## src/shared/dmc_pkg.sv

```systemverilog
// dmc_pkg: constants, register map, types and decode helpers for the dram mode-change block
// assumes a single 250 mhz clock and an avalon-mm register slave with byte addresses
package dmc_pkg;
  localparam int unsigned CLK_MHZ = 250;
  localparam int unsigned REFI_NS = 7800;
  localparam int unsigned REFI_CYC = REFI_NS * CLK_MHZ / 1000;
  localparam logic [9:0] VREF_WR_CYC = 10'h200;
  // register byte offsets
  localparam logic [7:0] OFS_CTRL = 8'h00;
  localparam logic [7:0] OFS_STATUS = 8'h04;
  localparam logic [7:0] OFS_T_MOD = 8'h08;
  localparam logic [7:0] OFS_T_CKSRE = 8'h0c;
  localparam logic [7:0] OFS_T_CKSRX = 8'h10;
  localparam logic [7:0] OFS_T_XS = 8'h14;
  localparam logic [7:0] OFS_T_MRD = 8'h18;
  localparam logic [7:0] OFS_T_DLLK = 8'h1c;
  localparam logic [7:0] OFS_MR0 = 8'h20;
  localparam logic [7:0] OFS_MR1 = 8'h24;
  localparam logic [7:0] OFS_MR2 = 8'h28;
  localparam logic [7:0] OFS_ERR = 8'h2c;
  localparam logic [7:0] OFS_REFCNT = 8'h30;
  // timing register reset values, in cycles
  localparam logic [15:0] T_MOD_RST = 16'h000c;
  localparam logic [15:0] T_CKSRE_RST = 16'h0008;
  localparam logic [15:0] T_CKSRX_RST = 16'h0008;
  localparam logic [15:0] T_XS_RST = 16'h0080;
  localparam logic [15:0] T_MRD_RST = 16'h0004;
  localparam logic [15:0] T_DLLK_RST = 16'h0200;
  localparam logic [15:0] MR_RST = 16'h0000;
  // mode register fields
  localparam int unsigned MR1_DLL_DIS = 0;
  localparam int unsigned MR0_DLL_RST = 8;
  localparam int unsigned MR0_CL_LSB = 4;
  localparam int unsigned MR1_AL_LSB = 3;
  localparam int unsigned MR2_CWL_LSB = 3;
  localparam logic [15:0] MR1_RTT_MASK = 16'h0244;
  localparam logic [15:0] MR2_RTT_MASK = 16'h0600;
  localparam logic [2:0] CL6_CODE = 3'h2;
  localparam logic [2:0] CWL6_CODE = 3'h1;
  localparam logic [3:0] CL_BASE = 4'h4;
  localparam logic [3:0] CWL_BASE = 4'h5;
  localparam logic [3:0] LAT_DLL_OFF = 4'h6;
  // control and error bits
  localparam int unsigned CTRL_VREF_FLOAT = 0;
  localparam int unsigned ERR_VREF = 0;
  localparam int unsigned ERR_ODT = 1;
  localparam int unsigned ERR_LAT = 2;
  localparam int unsigned ERR_BUSY = 3;
  localparam int unsigned ERR_CKCHG = 4;
  localparam int unsigned ERR_W = 5;

  typedef enum logic [2:0] {
    DMC_NOP = 3'h0,
    DMC_MRS = 3'h1,
    DMC_REF = 3'h2,
    DMC_RD = 3'h3,
    DMC_WR = 3'h4,
    DMC_OTHER = 3'h5
  } dmc_cmd_t;

  typedef enum logic [5:0] {
    ST_IDLE = 6'h01,
    ST_PDN = 6'h02,
    ST_SRE = 6'h04,
    ST_SRCK = 6'h08,
    ST_XS = 6'h10,
    ST_MRW = 6'h20
  } dmc_state_t;

  function automatic dmc_cmd_t dmc_decode(input logic cs_n, input logic ras_n, input logic cas_n, input logic we_n);
    dmc_cmd_t c;
    c = DMC_OTHER;
    if (cs_n || (ras_n && cas_n && we_n)) c = DMC_NOP;
    else if (!ras_n && !cas_n && !we_n) c = DMC_MRS;
    else if (!ras_n && !cas_n && we_n) c = DMC_REF;
    else if (ras_n && !cas_n && we_n) c = DMC_RD;
    else if (ras_n && !cas_n && !we_n) c = DMC_WR;
    return c;
  endfunction

  function automatic logic [15:0] dmc_max16(input logic [15:0] a, input logic [15:0] b);
    return (a > b) ? a : b;
  endfunction
endpackage

```

## src/core/dmc_dly.sv

```systemverilog
// dmc_dly: programmable one-shot delay counter
// assumes len_i is stable at start_i; a length of zero behaves as one cycle
`timescale 1ns/1ps
module dmc_dly #(
  parameter int unsigned W = 16
) (
  input wire logic sys_clk_i,
  input wire logic reset_i,
  input wire logic start_i,
  input wire logic [W-1:0] len_i,
  output logic busy_o,
  output logic done_o
);
  logic [W-1:0] cnt;
  logic busy;

  always_ff @(posedge sys_clk_i or posedge reset_i) begin
    if (reset_i) begin
      cnt <= '0;
      busy <= 1'b0;
    end else if (start_i) begin
      cnt <= len_i;
      busy <= 1'b1;
    end else if (busy) begin
      if (cnt <= W'(1)) busy <= 1'b0;
      else cnt <= cnt - W'(1);
    end
  end

  assign busy_o = busy;
  assign done_o = busy && (cnt <= W'(1)) && !start_i;
endmodule // dmc_dly

```

## src/core/dmc_sref.sv

```systemverilog
// dmc_sref: internal refresh timer running while in self refresh
// assumes en_i is high only in self refresh; needs no external clock activity
`timescale 1ns/1ps
module dmc_sref #(
  parameter int unsigned PERIOD = 1950,
  parameter int unsigned CW = 16
) (
  input wire logic sys_clk_i,
  input wire logic reset_i,
  input wire logic en_i,
  output logic tick_o,
  output logic [CW-1:0] count_o
);
  localparam int unsigned DW = $clog2(PERIOD + 1);
  logic [DW-1:0] div;
  logic wrap;

  assign wrap = en_i && (div == DW'(PERIOD - 1));

  // divider restarts on each entry so the first refresh lands one period in
  always_ff @(posedge sys_clk_i or posedge reset_i) begin
    if (reset_i) div <= '0;
    else if (!en_i || wrap) div <= '0;
    else div <= div + DW'(1);
  end

  always_ff @(posedge sys_clk_i or posedge reset_i) begin
    if (reset_i) count_o <= '0;
    else if (wrap) count_o <= count_o + CW'(1);
  end

  assign tick_o = wrap;
endmodule // dmc_sref

```

## src/core/dmc_core.sv

```systemverilog
// dmc_core: dram-side self refresh, dll mode switch and clock change logic with register slave
// assumes commands are synchronous to sys_clk_i; ck_valid_i marks a running, stable external clock
// Function
// in self refresh, contents are kept by internal refresh without external clock
// first write at least 512 cycles after floating vref is valid again
// dll off allows only read latency 6 and write latency 6
// mode register 1 bit 0 set disables the dll, clear enables it
// dll off moves the read strobe reference to al plus cl minus one
// dll off: termination input held low, termination fields programmed zero
// clock crosses the dll on/off rate gap only inside self refresh
// dll off entry: idle, set disable bit, wait update delay, enter self refresh
// change clock after entry hold, exit after stable delay, rewrite after exit delay
// next command accepted after larger of mode-set and update delays
// returning to dll on: clear disable bit, wait, then start dll reset
// after dll reset wait, update registers, wait lock before dll-dependent commands
// clock frequency changes only in self refresh or precharge power-down
// after entry hold in self refresh, clock ignored until stable exit delay
// self refresh used for clock change still meets entry and exit timing
// power-down change: termination off, clock enable low, wait entry hold
// power-down clock change stays within the speed grade period limits
// after power-down change: stable clock, exit, then dll reset by mode set
// termination stays off during lock time after power-down change; code only flags odt_i during lock, odt_term_o not gated
// controller applies the current dll mode's latency and capture offset
// every named delay is a programmable cycle count; the code fixes the vref write delay at VREF_WR_CYC (512 cycles)
`timescale 1ns/1ps
module dmc_core import dmc_pkg::*; #(
  parameter int unsigned REFI = REFI_CYC
) (
  input wire logic sys_clk_i,
  input wire logic reset_i,
  input wire logic [7:0] avs_address_i,
  input wire logic avs_read_i,
  input wire logic avs_write_i,
  input wire logic [31:0] avs_writedata_i,
  output logic [31:0] avs_readdata_o,
  output logic avs_waitrequest_o,
  input wire logic ck_valid_i,
  input wire logic ck_change_i,
  input wire logic cke_i,
  input wire logic cs_n_i,
  input wire logic ras_n_i,
  input wire logic cas_n_i,
  input wire logic we_n_i,
  input wire logic [2:0] ba_i,
  input wire logic [15:0] addr_i,
  input wire logic odt_i,
  output logic self_refresh_o,
  output logic ck_ignored_o,
  output logic dll_off_o,
  output logic dll_locked_o,
  output logic cmd_ready_o,
  output logic odt_term_o,
  output logic [4:0] rd_lat_o,
  output logic [3:0] wr_lat_o,
  output logic refresh_tick_o
);
  dmc_state_t state, next_state;
  dmc_cmd_t cmd;
  logic cke_q, taken, ack;
  logic [15:0] t_mod, t_cksre, t_cksrx, t_xs, t_mrd, t_dllk, mr0, mr1, mr2, stab;
  logic [15:0] seq_len, refcnt;
  logic [ERR_W-1:0] err, err_set;
  logic vref_float, seq_start, seq_done, seq_busy, dllk_start, dllk_done, dllk_busy;
  logic pdn_ck_ok, sre_cmd, pdn_cmd;
  logic [9:0] vref_cnt;
  logic [3:0] cl_eff, cwl_eff, al_eff;
  logic lat_bad;

  assign cmd = dmc_decode(cs_n_i, ras_n_i, cas_n_i, we_n_i);
  // a command is sampled only with clock enable high in this and the previous cycle, except self refresh and power-down entry, sampled as clock enable falls
  assign taken = cke_i && cke_q && (state == ST_IDLE);
  assign sre_cmd = (state == ST_IDLE) && cke_q && !cke_i && (cmd == DMC_REF);
  assign pdn_cmd = (state == ST_IDLE) && cke_q && !cke_i && (cmd == DMC_NOP);

  always_ff @(posedge sys_clk_i or posedge reset_i) begin
    if (reset_i) cke_q <= 1'b0;
    else cke_q <= cke_i;
  end

  // stable clock cycle count, saturating
  always_ff @(posedge sys_clk_i or posedge reset_i) begin
    if (reset_i) stab <= '0;
    else if (!ck_valid_i || ck_change_i) stab <= '0;
    else if (stab != 16'hffff) stab <= stab + 16'h0001;
  end

  always_comb begin
    next_state = state;
    seq_start = 1'b0;
    seq_len = t_cksre;
    unique case (state)
      ST_IDLE: begin
        if (sre_cmd || pdn_cmd) begin
          seq_start = 1'b1;
          next_state = sre_cmd ? ST_SRE : ST_PDN;
        end else if (taken && cmd == DMC_MRS) begin
          seq_start = 1'b1;
          seq_len = dmc_max16(t_mrd, t_mod);
          next_state = ST_MRW;
        end
      end
      ST_PDN: if (cke_i) next_state = ST_IDLE;
      ST_SRE: if (seq_done) next_state = ST_SRCK;
      ST_SRCK: begin
        // exit only once the new clock has run stable for the exit delay
        if (cke_i && stab >= t_cksrx) begin
          seq_start = 1'b1;
          seq_len = t_xs;
          next_state = ST_XS;
        end
      end
      ST_XS: if (seq_done) next_state = ST_IDLE;
      ST_MRW: if (seq_done) next_state = ST_IDLE;
    endcase
  end

  always_ff @(posedge sys_clk_i or posedge reset_i) begin
    if (reset_i) state <= ST_IDLE;
    else state <= next_state;
  end

  dmc_dly #(.W(16)) u_seq (
    .sys_clk_i(sys_clk_i),
    .reset_i(reset_i),
    .start_i(seq_start),
    .len_i(seq_len),
    .busy_o(seq_busy),
    .done_o(seq_done)
  );

  // entry hold elapsed in power-down: clock may now change
  always_ff @(posedge sys_clk_i or posedge reset_i) begin
    if (reset_i) pdn_ck_ok <= 1'b0;
    else if (state != ST_PDN) pdn_ck_ok <= 1'b0;
    else if (seq_done || !seq_busy) pdn_ck_ok <= 1'b1;
  end

  // mode registers, written by mode register set commands
  always_ff @(posedge sys_clk_i or posedge reset_i) begin
    if (reset_i) begin
      mr0 <= MR_RST;
      mr1 <= MR_RST;
      mr2 <= MR_RST;
    end else if (taken && cmd == DMC_MRS) begin
      unique case (ba_i[1:0])
        2'h0: mr0 <= addr_i;
        2'h1: mr1 <= addr_i;
        2'h2: mr2 <= addr_i;
        default: ;
      endcase
    end
  end

  assign dll_off_o = mr1[MR1_DLL_DIS];
  // dll reset restarts the lock timer; dll off or a clock change drops the lock
  assign dllk_start = taken && cmd == DMC_MRS && ba_i[1:0] == 2'h0 && addr_i[MR0_DLL_RST];

  dmc_dly #(.W(16)) u_dllk (
    .sys_clk_i(sys_clk_i),
    .reset_i(reset_i),
    .start_i(dllk_start),
    .len_i(t_dllk),
    .busy_o(dllk_busy),
    .done_o(dllk_done)
  );

  always_ff @(posedge sys_clk_i or posedge reset_i) begin
    if (reset_i) dll_locked_o <= 1'b0;
    else if (dll_off_o || dllk_start || ck_change_i) dll_locked_o <= 1'b0;
    else if (dllk_done) dll_locked_o <= 1'b1;
  end

  // latency decode; dll off pins both latencies to 6
  assign cl_eff = dll_off_o ? LAT_DLL_OFF : {1'b0, mr0[MR0_CL_LSB +: 3]} + CL_BASE;
  assign cwl_eff = dll_off_o ? LAT_DLL_OFF : {1'b0, mr2[MR2_CWL_LSB +: 3]} + CWL_BASE;
  always_comb begin
    unique case (mr1[MR1_AL_LSB +: 2])
      2'h1: al_eff = cl_eff - 4'h1;
      2'h2: al_eff = cl_eff - 4'h2;
      default: al_eff = 4'h0;
    endcase
  end
  assign lat_bad = dll_off_o && (mr0[MR0_CL_LSB +: 3] != CL6_CODE || mr2[MR2_CWL_LSB +: 3] != CWL6_CODE);

  always_ff @(posedge sys_clk_i or posedge reset_i) begin
    if (reset_i) begin
      rd_lat_o <= '0;
      wr_lat_o <= '0;
      odt_term_o <= 1'b0;
    end else begin
      rd_lat_o <= {1'b0, al_eff} + {1'b0, cl_eff} - {4'h0, dll_off_o};
      wr_lat_o <= cwl_eff;
      // termination never engages with the dll off
      odt_term_o <= odt_i && !dll_off_o && state == ST_IDLE && ((mr1 & MR1_RTT_MASK) != '0);
    end
  end

  // write guard after a floating reference returns
  always_ff @(posedge sys_clk_i or posedge reset_i) begin
    if (reset_i) vref_cnt <= '0;
    else if (state == ST_SRCK && next_state == ST_XS && vref_float) vref_cnt <= VREF_WR_CYC;
    else if (vref_cnt != 10'h000) vref_cnt <= vref_cnt - 10'h001;
  end

  always_comb begin
    err_set = '0;
    err_set[ERR_VREF] = taken && cmd == DMC_WR && vref_cnt != 10'h000;
    err_set[ERR_ODT] = odt_i && (dll_off_o || dllk_busy);
    err_set[ERR_LAT] = taken && (cmd == DMC_RD || cmd == DMC_WR) && lat_bad;
    err_set[ERR_BUSY] = (state == ST_MRW || state == ST_XS) && cke_i && cmd != DMC_NOP
      || taken && cmd == DMC_RD && !dll_off_o && !dll_locked_o;
    err_set[ERR_CKCHG] = ck_change_i && !(state == ST_SRCK || pdn_ck_ok);
  end

  dmc_sref #(.PERIOD(REFI), .CW(16)) u_sref (
    .sys_clk_i(sys_clk_i),
    .reset_i(reset_i),
    .en_i(self_refresh_o),
    .tick_o(refresh_tick_o),
    .count_o(refcnt)
  );

  assign self_refresh_o = (state == ST_SRE) || (state == ST_SRCK);
  assign ck_ignored_o = (state == ST_SRCK);
  assign cmd_ready_o = (state == ST_IDLE);

  // avalon slave: one wait cycle, write takes effect at the edge waitrequest is low
  assign avs_waitrequest_o = (avs_read_i || avs_write_i) && !ack;

  always_ff @(posedge sys_clk_i or posedge reset_i) begin
    if (reset_i) ack <= 1'b0;
    else ack <= (avs_read_i || avs_write_i) && !ack;
  end

  always_ff @(posedge sys_clk_i or posedge reset_i) begin
    if (reset_i) avs_readdata_o <= '0;
    else if (avs_read_i && !ack) begin
      unique case (avs_address_i)
        OFS_CTRL: avs_readdata_o <= {31'h0, vref_float};
        OFS_STATUS: avs_readdata_o <= {21'h0, state, cmd_ready_o, ck_ignored_o, dll_locked_o, dll_off_o, self_refresh_o};
        OFS_T_MOD: avs_readdata_o <= {16'h0, t_mod};
        OFS_T_CKSRE: avs_readdata_o <= {16'h0, t_cksre};
        OFS_T_CKSRX: avs_readdata_o <= {16'h0, t_cksrx};
        OFS_T_XS: avs_readdata_o <= {16'h0, t_xs};
        OFS_T_MRD: avs_readdata_o <= {16'h0, t_mrd};
        OFS_T_DLLK: avs_readdata_o <= {16'h0, t_dllk};
        OFS_MR0: avs_readdata_o <= {16'h0, mr0};
        OFS_MR1: avs_readdata_o <= {16'h0, mr1};
        OFS_MR2: avs_readdata_o <= {16'h0, mr2};
        OFS_ERR: avs_readdata_o <= {27'h0, err};
        OFS_REFCNT: avs_readdata_o <= {16'h0, refcnt};
        default: avs_readdata_o <= '0;
      endcase
    end
  end

  // delays are software cycle counts
  always_ff @(posedge sys_clk_i or posedge reset_i) begin
    if (reset_i) begin
      vref_float <= 1'b0;
      t_mod <= T_MOD_RST;
      t_cksre <= T_CKSRE_RST;
      t_cksrx <= T_CKSRX_RST;
      t_xs <= T_XS_RST;
      t_mrd <= T_MRD_RST;
      t_dllk <= T_DLLK_RST;
    end else if (avs_write_i && ack) begin
      unique case (avs_address_i)
        OFS_CTRL: vref_float <= avs_writedata_i[CTRL_VREF_FLOAT];
        OFS_T_MOD: t_mod <= avs_writedata_i[15:0];
        OFS_T_CKSRE: t_cksre <= avs_writedata_i[15:0];
        OFS_T_CKSRX: t_cksrx <= avs_writedata_i[15:0];
        OFS_T_XS: t_xs <= avs_writedata_i[15:0];
        OFS_T_MRD: t_mrd <= avs_writedata_i[15:0];
        OFS_T_DLLK: t_dllk <= avs_writedata_i[15:0];
        default: ;
      endcase
    end
  end

  // sticky errors, write one to clear; a new event beats the clear
  always_ff @(posedge sys_clk_i or posedge reset_i) begin
    if (reset_i) err <= '0;
    else if (avs_write_i && ack && avs_address_i == OFS_ERR) err <= (err & ~avs_writedata_i[ERR_W-1:0]) | err_set;
    else err <= err | err_set;
  end
endmodule // dmc_core

```

## config.mk

```make
export PLATFORM = sky130hd
export DESIGN_NAME = dmc_core
export DESIGN_NICKNAME = d
export VERILOG_FILES = /design/src/shared/dmc_pkg.sv /design/src/core/dmc_dly.sv /design/src/core/dmc_sref.sv /design/src/core/dmc_core.sv
export SDC_FILE = /design/constraint.sdc
export NUM_CORES = 1
export LEC_CHECK = 0
export BUFFER_PORTS_ARGS = -buffer_cell sky130_fd_sc_hd__buf_2
export CAP_MARGIN = 5
export CORE_MARGIN = 4
export CORE_UTILIZATION = 43
export DETAILED_ROUTE_END_ITERATION = 16
export PLACE_DENSITY_LB_ADDON = 0.15
export SLEW_MARGIN = 20
export SYNTH_ARGS = -nofsm -noshare
export SYNTH_HDL_FRONTEND = slang
export SYNTH_SLANG_ARGS = --single-unit
```

## constraint.sdc

```tcl
create_clock -name sys_clk_i -period 9.51 [get_ports sys_clk_i]
set_input_delay 1.902 -clock sys_clk_i [delete_from_list [all_inputs] [get_ports sys_clk_i]]
set_output_delay 1.902 -clock sys_clk_i [all_outputs]
set_load 0.02 [all_outputs]
```

==> results of run 1 <==
[through the flow]
stage / util [%] / setup WS [ps]
finish: 49.6 / 4990
global route: 49.6 / 4920
CTS: 49.6 / 4980
detailed placement: 46.6 / 4810
global placement: 46.6 / 4820
floorplan: - / 97.5
[power groups by stage]
stage | logic (mW) | registers [mW] | clock network (mW)
floorplan | 0.335 | 1.35 | 0
global placement | 0.463 | 1.37 | 0
detailed placement | 0.470 | 1.37 | 0
CTS | 0.472 | 1.35 | 1.18
global route | 0.525 | 1.37 | 1.23
finish | 0.473 | 1.36 | 1.16
[flip-flops by register name, indices dropped and copies added, names as in the netlist, 4 cells and up]
name and cells:
avs_readdata_o 16, mr0 16, mr1 16, mr2 16, stab 16, t_cksre 16
t_cksrx 16, t_dllk 16, t_mod 16, t_mrd 16, t_xs 16, u_dllk.cnt 16
u_seq.cnt 16, u_sref.count_o 16, u_sref.div 11, vref_cnt 10, state 6, err 5
rd_lat_o 5, wr_lat_o 4
[worst register-to-register path, delay by kind of cell (launching register included)]
family	cells	cell delay, ps
AO/OA/AOI/OAI	4	1310
buffers and inverters	2	220
AND/OR/NAND/NOR	4	1130
adder cells (fa/ha/maj)	1	320
flip-flops	1	400
[path summary, 6_finish.rpt]
check	to	start	cells after the start	slack, ps
worst max-delay path	refresh_tick_o	state[1]	3	4990
worst min-delay path	avs_readdata_o[15]	avs_readdata_o[15]	1	470
worst max register to register	u_seq.cnt[5]	t_mod[13]	11	6070
worst min register to register	avs_readdata_o[15]	avs_readdata_o[15]	1	470
max in group asynchronous	t_cksre[1]	reset_i	3	6620
min in group asynchronous	stab[1]	reset_i	2	1480
[kinds of logic (layout without fill, tap and decap cells)]
family	count (synthesis)	after routing	share of synthesized area [%]
muxes	145	145	11.4
adders and majority gates	57	57	5.02
AOI/OAI and AO/OA	280	280	13.7
and+or+nand+nor	384	384	13.8
DFF	273	273	47.7
xor gates and xnor gates	71	71	4.34
other	1	16	0.0261
buffers and inverters	131	228	4.04
[layer usage]
metal  wire length (um)  part of all wire (%)
met3               3720                   8.2
met2              19300                    43
met4               1610                   3.5
met5                143                  0.32
met1              20500                    45
[layout by cell type (no fill, tap or decap), drive strengths merged, types with 38 or more instances in the layout]
cell type and count:
inv 68, ha 56, xnor2 43, nand2 88
dfrtp 265, o21ai 48, nor2 107, a21oi 57
nand3 38, clkbuf 48, mux2 142, buf 105
[final cells by class]
| type | count | area [um2] | share of cell area (%) |
|---|---|---|---|
| Inverter | 68 | 263 | 1.62 |
| Multi-Input combinational cell | 953 | 7000 | 43.1 |
| Clock inverter | 7 | 65.1 | 0.401 |
| Tap cell | 442 | 553 | 3.41 |
| Timing Repair Buffer | 105 | 586 | 3.61 |
| Sequential cell | 273 | 6840 | 42.2 |
| Clock buffer | 48 | 910 | 5.61 |
==> results.cfg, run 1 <==
[min_path]
hp-class = reg -> reg

[worst_setup_path]
path_buf_inv = 1
critPathTopFamily = simple AND/OR/NAND/NOR gates
cp_max_fo = 8
critPathCaptureType = primary output
cp.required_ps = 7610
cpMaxStageDelayCell = nor3_2
worstSetupPathType = reg -> out
arrival_ps = 2620
cp-start-kind = register
crit_chain = or4_1 > nor3_2 > buf_2
crit_path_max_incr_delay_ps = 620

[logic_synthesis]
synthesis.area_mm2 = 0.0143
yosysMostFrequentCell = dfrtp_1
postSynthAreaPerCell_um2 = 10.7
synth_edf_count = 0
synth_ff_type = dfrtp_1
synth_area_leaders = dfrtp_1 (46%), mux2_2 (11%), ha_1 (4.9%)
yosysSeqAreaShare_pct = 47.7
async_flop_share_pct = 100
ys_top_cells_by_count = dfrtp_1 (265), mux2_2 (141), nor2_1 (106), nand2_1 (86), inv_1 (68)
synth.distinct_cells = 78
yosys_warnings = 0
synth_top_area_share_pct = 46.2
synth_seq_cells = 273
synthCells = 1342
synth_top_area_cell = dfrtp_1

[place]
io_buffers = 86
dp_hpwl_mm = 32.0
placed_cells = 1841
placed_cell_area_mm2 = 0.0152
place_congestion = 0.912

[sta]
rsz0062_at_grt = false
setup_viol = 0
slew_headroom_pct = 22.0
skew_ps = 9.43
slew_viol_final = 0
fin_setup_tns_ps = 0
hold-worst-slack_ps = 470
clock.fmax_mhz = 221
post-route-period-util_pct = 47.5
post-route-min-period_ps = 4520
finalHoldViolations = 0
tightest_slew_ps = 1160

[cts]
clk_path_buf_depth = 3
numCtsBuffers = 31
ctsResizeCount = 0
cts_htree_levels = 1
cts-root-buf = clkbuf_16
hold_buffers = 0
clock-sinks = 273
cts_tree = yes
clk_pin_slew_worst_paths_ps = 60
postCtsSetupRepairBufs = 0
clock_latency_ps = 560

[floorplanning]
die_h_um = 191
die_area_mm2 = 0.0363
rows = 66
core_mm2 = 0.0327
die_w_um = 191
ios = 120
start_util_pct = 43.9

[cells_and_area]
diodes = 0
drive_gt1_share_pct = 22.4
n_fill_cell = 3096
layout.cells.non_filler = 1896
final_area_mm2 = 0.0162
fin_nets = 1560
areaGrowthSynthToFinish_pct = 13.0

[pwr]
intPower_mw = 2.12
clock_power_share_pct = 38.8
p_leak_nw = 7.43
combPwrFrac_pct = 15.8
power.net_switching_uw = 865
swShare_pct = 29.0
powerDensity_mw_per_mm2 = 184
power.total_mw = 2.99
vdd_drop_max_uv = 137
seqPwrFrac_pct = 45.4

[global_route]
grt_usage_pct = 24.5
grt_pass1_vias = 10931
antenna_found_initial = 3
grt_pass1_wl_mm = 68.1
grt-ovfl-total = 0
grt_busiest_layer = met2
gr-usage-met2_pct = 36.2
grt_max_degree = 170
grt_use_met1_pct = 35.7
use_met3_pct = 5.75

[drt]
drtIter0Drc = 1110
viasPerCell = 5.93
vias = 11240
dr.pass1.iters = 7
drc = 0
wire_per_inst_um = 23.9
antenna_left = 0
finalWirelength_mm = 45.3

[job]
maxCapViolations = 0

[run_status]
status = completed
Note: power is estimated with default switching activity, not from simulation.
==> run 2: changes to the inputs <==
ABC_AREA = 1   (was default)
clock period = 4.6 ns   (was 9.51 ns; I/O delays follow)
==> run 2 against run 1 <==
Against the previous run:
- count of clock-buffer cells in the layout up 5
- sequential share of layout area down 2.3 points
- non-clock buffer count up 4
- clock power up 130%
- critical path type is now reg -> reg
- largest cell class unchanged
- largest power group unchanged
==> results.cfg, run 2 <==
[cells_and_area]
drive_gt1_share_pct = 10.3
areaGrowthSynthToFinish_pct = 12.9
final_cell_mix = nand2_1 (516), inv_1 (275), dfrtp_1 (265)
n_fill_cell = 3464
layout_commonest_cell = nand2_1
diodes = 0
fin_nets = 2179

[drt]
dr.pass1.iters = 5
wl_met1_mm = 21.6
drc = 0
wire_per_inst_um = 19.2
wl_met2_mm = 21.7
finalWirelength_mm = 48.6
top_layer = met5
vias = 13668
viasPerCell = 5.40
wl_met3_mm = 3.49
drtIter0Drc = 1197
antenna_left = 0

[cts]
cts_tree = yes
hold_buffers = 0
postCtsSetupRepairBufs = 0
clock-sinks = 273
clk_path_buf_depth = 3
clk_pin_slew_worst_paths_ps = 60
ctsResizeCount = 0
cts-root-buf = clkbuf_16
cts_htree_levels = 2
numCtsBuffers = 34
clock_latency_ps = 520

[floorplanning]
core_mm2 = 0.0347
die_h_um = 196
die_w_um = 196
start_util_pct = 43.8
die_area_mm2 = 0.0384
rows = 68
ios = 120

[global_route]
grt_pass1_wl_mm = 75.7
grt_pass1_vias = 13163
grt_usage_pct = 25.1
antenna_found_initial = 2
grt-ovfl-total = 0
grt_max_degree = 123

[logic_synthesis]
postSynthAreaPerCell_um2 = 7.73
ys_top_cells_by_count = nand2_1 (516), inv_1 (276), dfrtp_1 (265), o21ai_0 (204), nand3_1 (137)
synth_seq_cells = 273
synthesis.area_mm2 = 0.0152
synth_top_area_share_pct = 43.6
synth_ff_type = dfrtp_1
synth.distinct_cells = 56
async_flop_share_pct = 100
synth_top_area_cell = dfrtp_1
synthCells = 1965
yosysSeqAreaShare_pct = 45.0
yosysMostFrequentCell = nand2_1
synth_edf_count = 0
yosys_warnings = 0
synth_area_leaders = dfrtp_1 (44%), nand2_1 (13%), inv_1 (6.8%)

[place]
pre_cts_ws_ps = 1240
io_buffers = 86
place_congestion = 0.960
dp_hpwl_mm = 35.6

[worst_setup_path]
r2r_start = t_mod[3]
cp.required_ps = 5050
crit_path_max_incr_delay_ps = 670
arrival_ps = 3730
crit_top_cell = nand2_1
critPathTopFamily = simple AND/OR/NAND/NOR gates
crit_start = t_mod[3]
cp_max_fo = 17
cp-start-kind = register
path_buf_inv = 2
critPathCaptureType = register
crit_chain = inv_1 > ha_1 > nand2_1 > inv_1 > nand2_1 > nand2_1 > nand2_1 > nand2_1 > nand2_1 > nand2_1 > nand2_1 > nand2_1 > nand3_1 > o21ai_0 > nand2_1 > a21oi_2
cpMaxStageDelayCell = nand2_1
worstSetupPathType = reg -> reg

[run_status]
status = completed

[sta]
finalHoldViolations = 0
post-route-min-period_ps = 3280
setup_viol = 0
slew_headroom_pct = 32.2
skew_ps = 17.1
slew_viol_final = 0
post-route-period-util_pct = 71.3
fin_ws_ps = 1320
tightest_slew_ps = 1010
clock.fmax_mhz = 305
fin_setup_tns_ps = 0
rsz0062_at_grt = false

[min_path]
hold_start = pdn_ck_ok
hp-class = reg -> reg

[pwr]
p_leak_nw = 8.42
vdd_drop_max_uv = 308
powerDensity_mw_per_mm2 = 406

[job]
maxCapViolations = 0
==> run 2: cell types whose count changed in the layout (fill, tap and decap cells not counted), sizes merged, moves of 31 or more <==
cell and change:
a22oi -31, xnor2 -36, inv +215, o21ai +168, nand2 +433, nor2 +34
mux2 -142, nand3 +102
==> run 2: logic make-up after synthesis <==
logic type                 Yosys count  share of synthesized area (%)
AOI/OAI and AO/OA                  359                           13.7
xor gates and xnor gates            34                           1.96
adders and majority gates           57                           4.74
buffers and inverters              360                           9.66
DFF                                273                           45.0
other                                1                         0.0247
and+or+nand+nor                    881                           24.9
==> run 2: stage by stage <==
stage,instances,hold slack [ps],power [mW],instance area [um2],utilization [%]
floorplan,1980,435,3.93,15300,-
global placement,2469,446,4.34,16100,46.2
detailed placement,2469,453,4.37,16100,46.2
CTS,2531,460,7.01,17100,49.4
global route,2532,468,7.34,17200,49.4
finish,2532,463,6.96,17200,49.4
==> run 2: path summary, 6_finish.rpt <==
path	end	slack, ps	cells after the start
worst max-delay path	u_seq.cnt[14]	1320	16
worst min-delay path	err[4]	460	1
worst max register to register	u_seq.cnt[14]	1320	16
worst min register to register	err[4]	460	1
max in group asynchronous	t_cksre[8]	3420	3
min in group asynchronous	odt_term_o	560	3
==> run 2: final cells by class <==
cell class	count	area, um2	share of cell area [%]
clock buffers	53	1040	6.04
clock inverters	9	53.8	0.314
inverters	286	1080	6.28
multi-input cells	1347	6950	40.5
flip-flops and latches	273	6840	39.9
well taps	455	569	3.32
repair buffers	109	632	3.68
==> run 2: layer usage <==
layer  vias to the layer above  GRT usage (%)
li1                       6553              -
met1                      6486           35.9
met2                       511           39.1
met3                       114           4.07
met4                         4           8.64
met5                         -              0
==> run 2: report_power, final <==
part,total [mW],switching [mW],internal (mW)
combinational,1.49,1.01,0.476
sequential,2.86,0.217,2.65
clock,2.61,1.05,1.55
total,6.96,2.28,4.68
==> run 3: changes to the inputs <==
clock period = 2.9 ns   (was 4.6 ns; I/O delays follow)
==> run 3 against run 2 <==
Against the previous run:
- utilization is 0.65 points higher
- register-to-register slack worse by 1100 ps
- clock skew hardly changed
- first-iteration DRC count is 4.7% higher
- final area is 1.3% higher
- count of clock-buffer cells in the layout stayed put
- sequential cell count stayed put
==> results.cfg, run 3 (synthesis results as in run 2) <==
[pwr]
p_leak_nw = 8.55
vdd_drop_max_uv = 504
powerDensity_mw_per_mm2 = 630

[sta]
tightest_slew_ps = 854
setup_viol = 0
slew_viol_final = 0
fin_setup_tns_ps = 0
clock.fmax_mhz = 373
finalHoldViolations = 0
post-route-period-util_pct = 92.4
slew_headroom_pct = 43.0
rsz0062_at_grt = false
post-route-min-period_ps = 2680
skew_ps = 16.9

[cts]
clock-sinks = 273
cts-root-buf = clkbuf_16
clock_latency_ps = 520
clk_path_buf_depth = 3
numCtsBuffers = 34
cts_htree_levels = 2
cts_tree = yes
clk_pin_slew_worst_paths_ps = 60

[place]
placed_cells = 2502
place_congestion = 0.941
dp_hpwl_mm = 36.9
io_buffers = 86

[floorplanning]
die_h_um = 196
rows = 68
die_area_mm2 = 0.0384
die_w_um = 196
ios = 120
start_util_pct = 43.8
core_mm2 = 0.0347

[cells_and_area]
drive_gt1_share_pct = 11.4
layout.cells.non_filler = 2560
fin_nets = 2212
areaGrowthSynthToFinish_pct = 14.4
layout_commonest_cell = nand2_1
n_fill_cell = 3450
diodes = 0
final_cell_mix = nand2_1 (516), inv_1 (275), dfrtp_1 (265)

[worst_setup_path]
cp_max_fo = 16
reg2regPathDepth = 11
worstSetupPathType = reg -> reg
ff2ff_setup_slack_ps = 220
r2r_start = state[3]
crit_start = state[3]
crit_top_cell = inv_2
critPathCaptureType = register
worstReg2RegEnd = mr0[5]
cp-start-kind = register
crit_chain = nor2_1 > inv_2 > nor2_4 > nand3_2 > nor2_4 > inv_2 > nor3_4 > buf_4 > inv_2 > nand2_1 > o21ai_1
arrival_ps = 3080
cp.required_ps = 3300
cpMaxStageDelayCell = dfrtp_1
crit_path_max_incr_delay_ps = 470

[min_path]
min_to = cke_q
hold_path_depth = 1
hp-class = in -> reg
hold_start = cke_i

[global_route]
antenna_found_initial = 0
grt-ovfl-total = 0
grt_pass1_wl_mm = 76.5
grt_max_degree = 74
grt_pass1_vias = 13369
grt_usage_pct = 25.5

[drt]
dr.pass1.iters = 6
vias = 13842
viasPerCell = 5.41
wire_per_inst_um = 19.3
drtIter0Drc = 1253
finalWirelength_mm = 49.3
drc = 0
antenna_left = 0

[run_status]
status = completed

[job]
maxCapViolations = 0
-- run 3: cell count changes in the layout (fill, tap and decap cells not counted) --
cell           delta
buf_12            +4
buf_4            +29
buf_6             -1
clkbuf_1          +2
clkbuf_16         -2
clkinv_2          -3
clkinv_4          -1
clkinvlp_4        -2
dlygate4sd3_1     +1
inv_6             +1
-- run 3: layout make-up --
cell class	count	area [um2]	area share (%)
repair buffers	142	928	5.34
clock inverters	4	23.8	0.137
clock buffers	53	993	5.72
inverters	286	1080	6.20
well taps	455	569	3.28
multi-input cells	1347	6950	40.0
flip-flops and latches	273	6840	39.4
-- run 3: how the worst max path moves through the flow --
stage	slack, ps	cells after the start	endpoint
2_1_floorplan	-1280	1	ack
3_3_place_gp	280	11	avs_readdata_o[9]
3_5_place_dp	230	11	avs_readdata_o[9]
4_1_cts	230	6	refresh_tick_o
5_1_grt	50	11	mr0[5]
6_report	220	11	mr0[5]
-- run 3: what timing repair did --
| action | in CTS | in global routing |
|---|---|---|
| resized for setup | 0 | 0 |
| setup endpoints to repair | 0 | 0 |
| setup buffers | 0 | 0 |
| hold buffers | 1 | 0 |
| hold endpoints to repair | 3 | 0 |
-- run 3: report_power, final --
| part | switching [mW] | internal [mW] |
|---|---|---|
| clock | 1.62 | 2.34 |
| combinational | 1.63 | 0.807 |
| sequential | 0.344 | 4.20 |
-- run 3: routing by layer --
metal  wire length (um)  vias up  track usage, %  part of all wire, %
li1                   -     6605               -                    -
met1              22000     6636            36.0                   45
met2              22200      508            40.2                   45
met3               3480       93            4.55                  7.1
met4               1540        0            8.02                  3.1
met5                  0        -               0                    0
-- run 3: stage by stage --
stage | power [mW] | setup slack [ps] | util, % | cell area [um2] | hold slack, ps
after floorplan | 6.23 | -1280 | - | 15300 | 435
final | 10.9 | 221 | 50.1 | 17400 | 260
after CTS | 11.0 | 233 | 50.1 | 17400 | 244
after global routing | 11.6 | 52.0 | 50.1 | 17400 | 250
after detailed placement | 7.02 | 229 | 47.1 | 16400 | 456
after global placement | 6.97 | 284 | 47.1 | 16400 | 445
-- run 3: worst max-delay path, delay by kind of cell, from the launching register on --
kind                   cells  cell delay [ps]
AND/OR/NAND/NOR            6             1190
flip-flops                 1              470
buffers and inverters      4              820
AO/OA/AOI/OAI              1               60
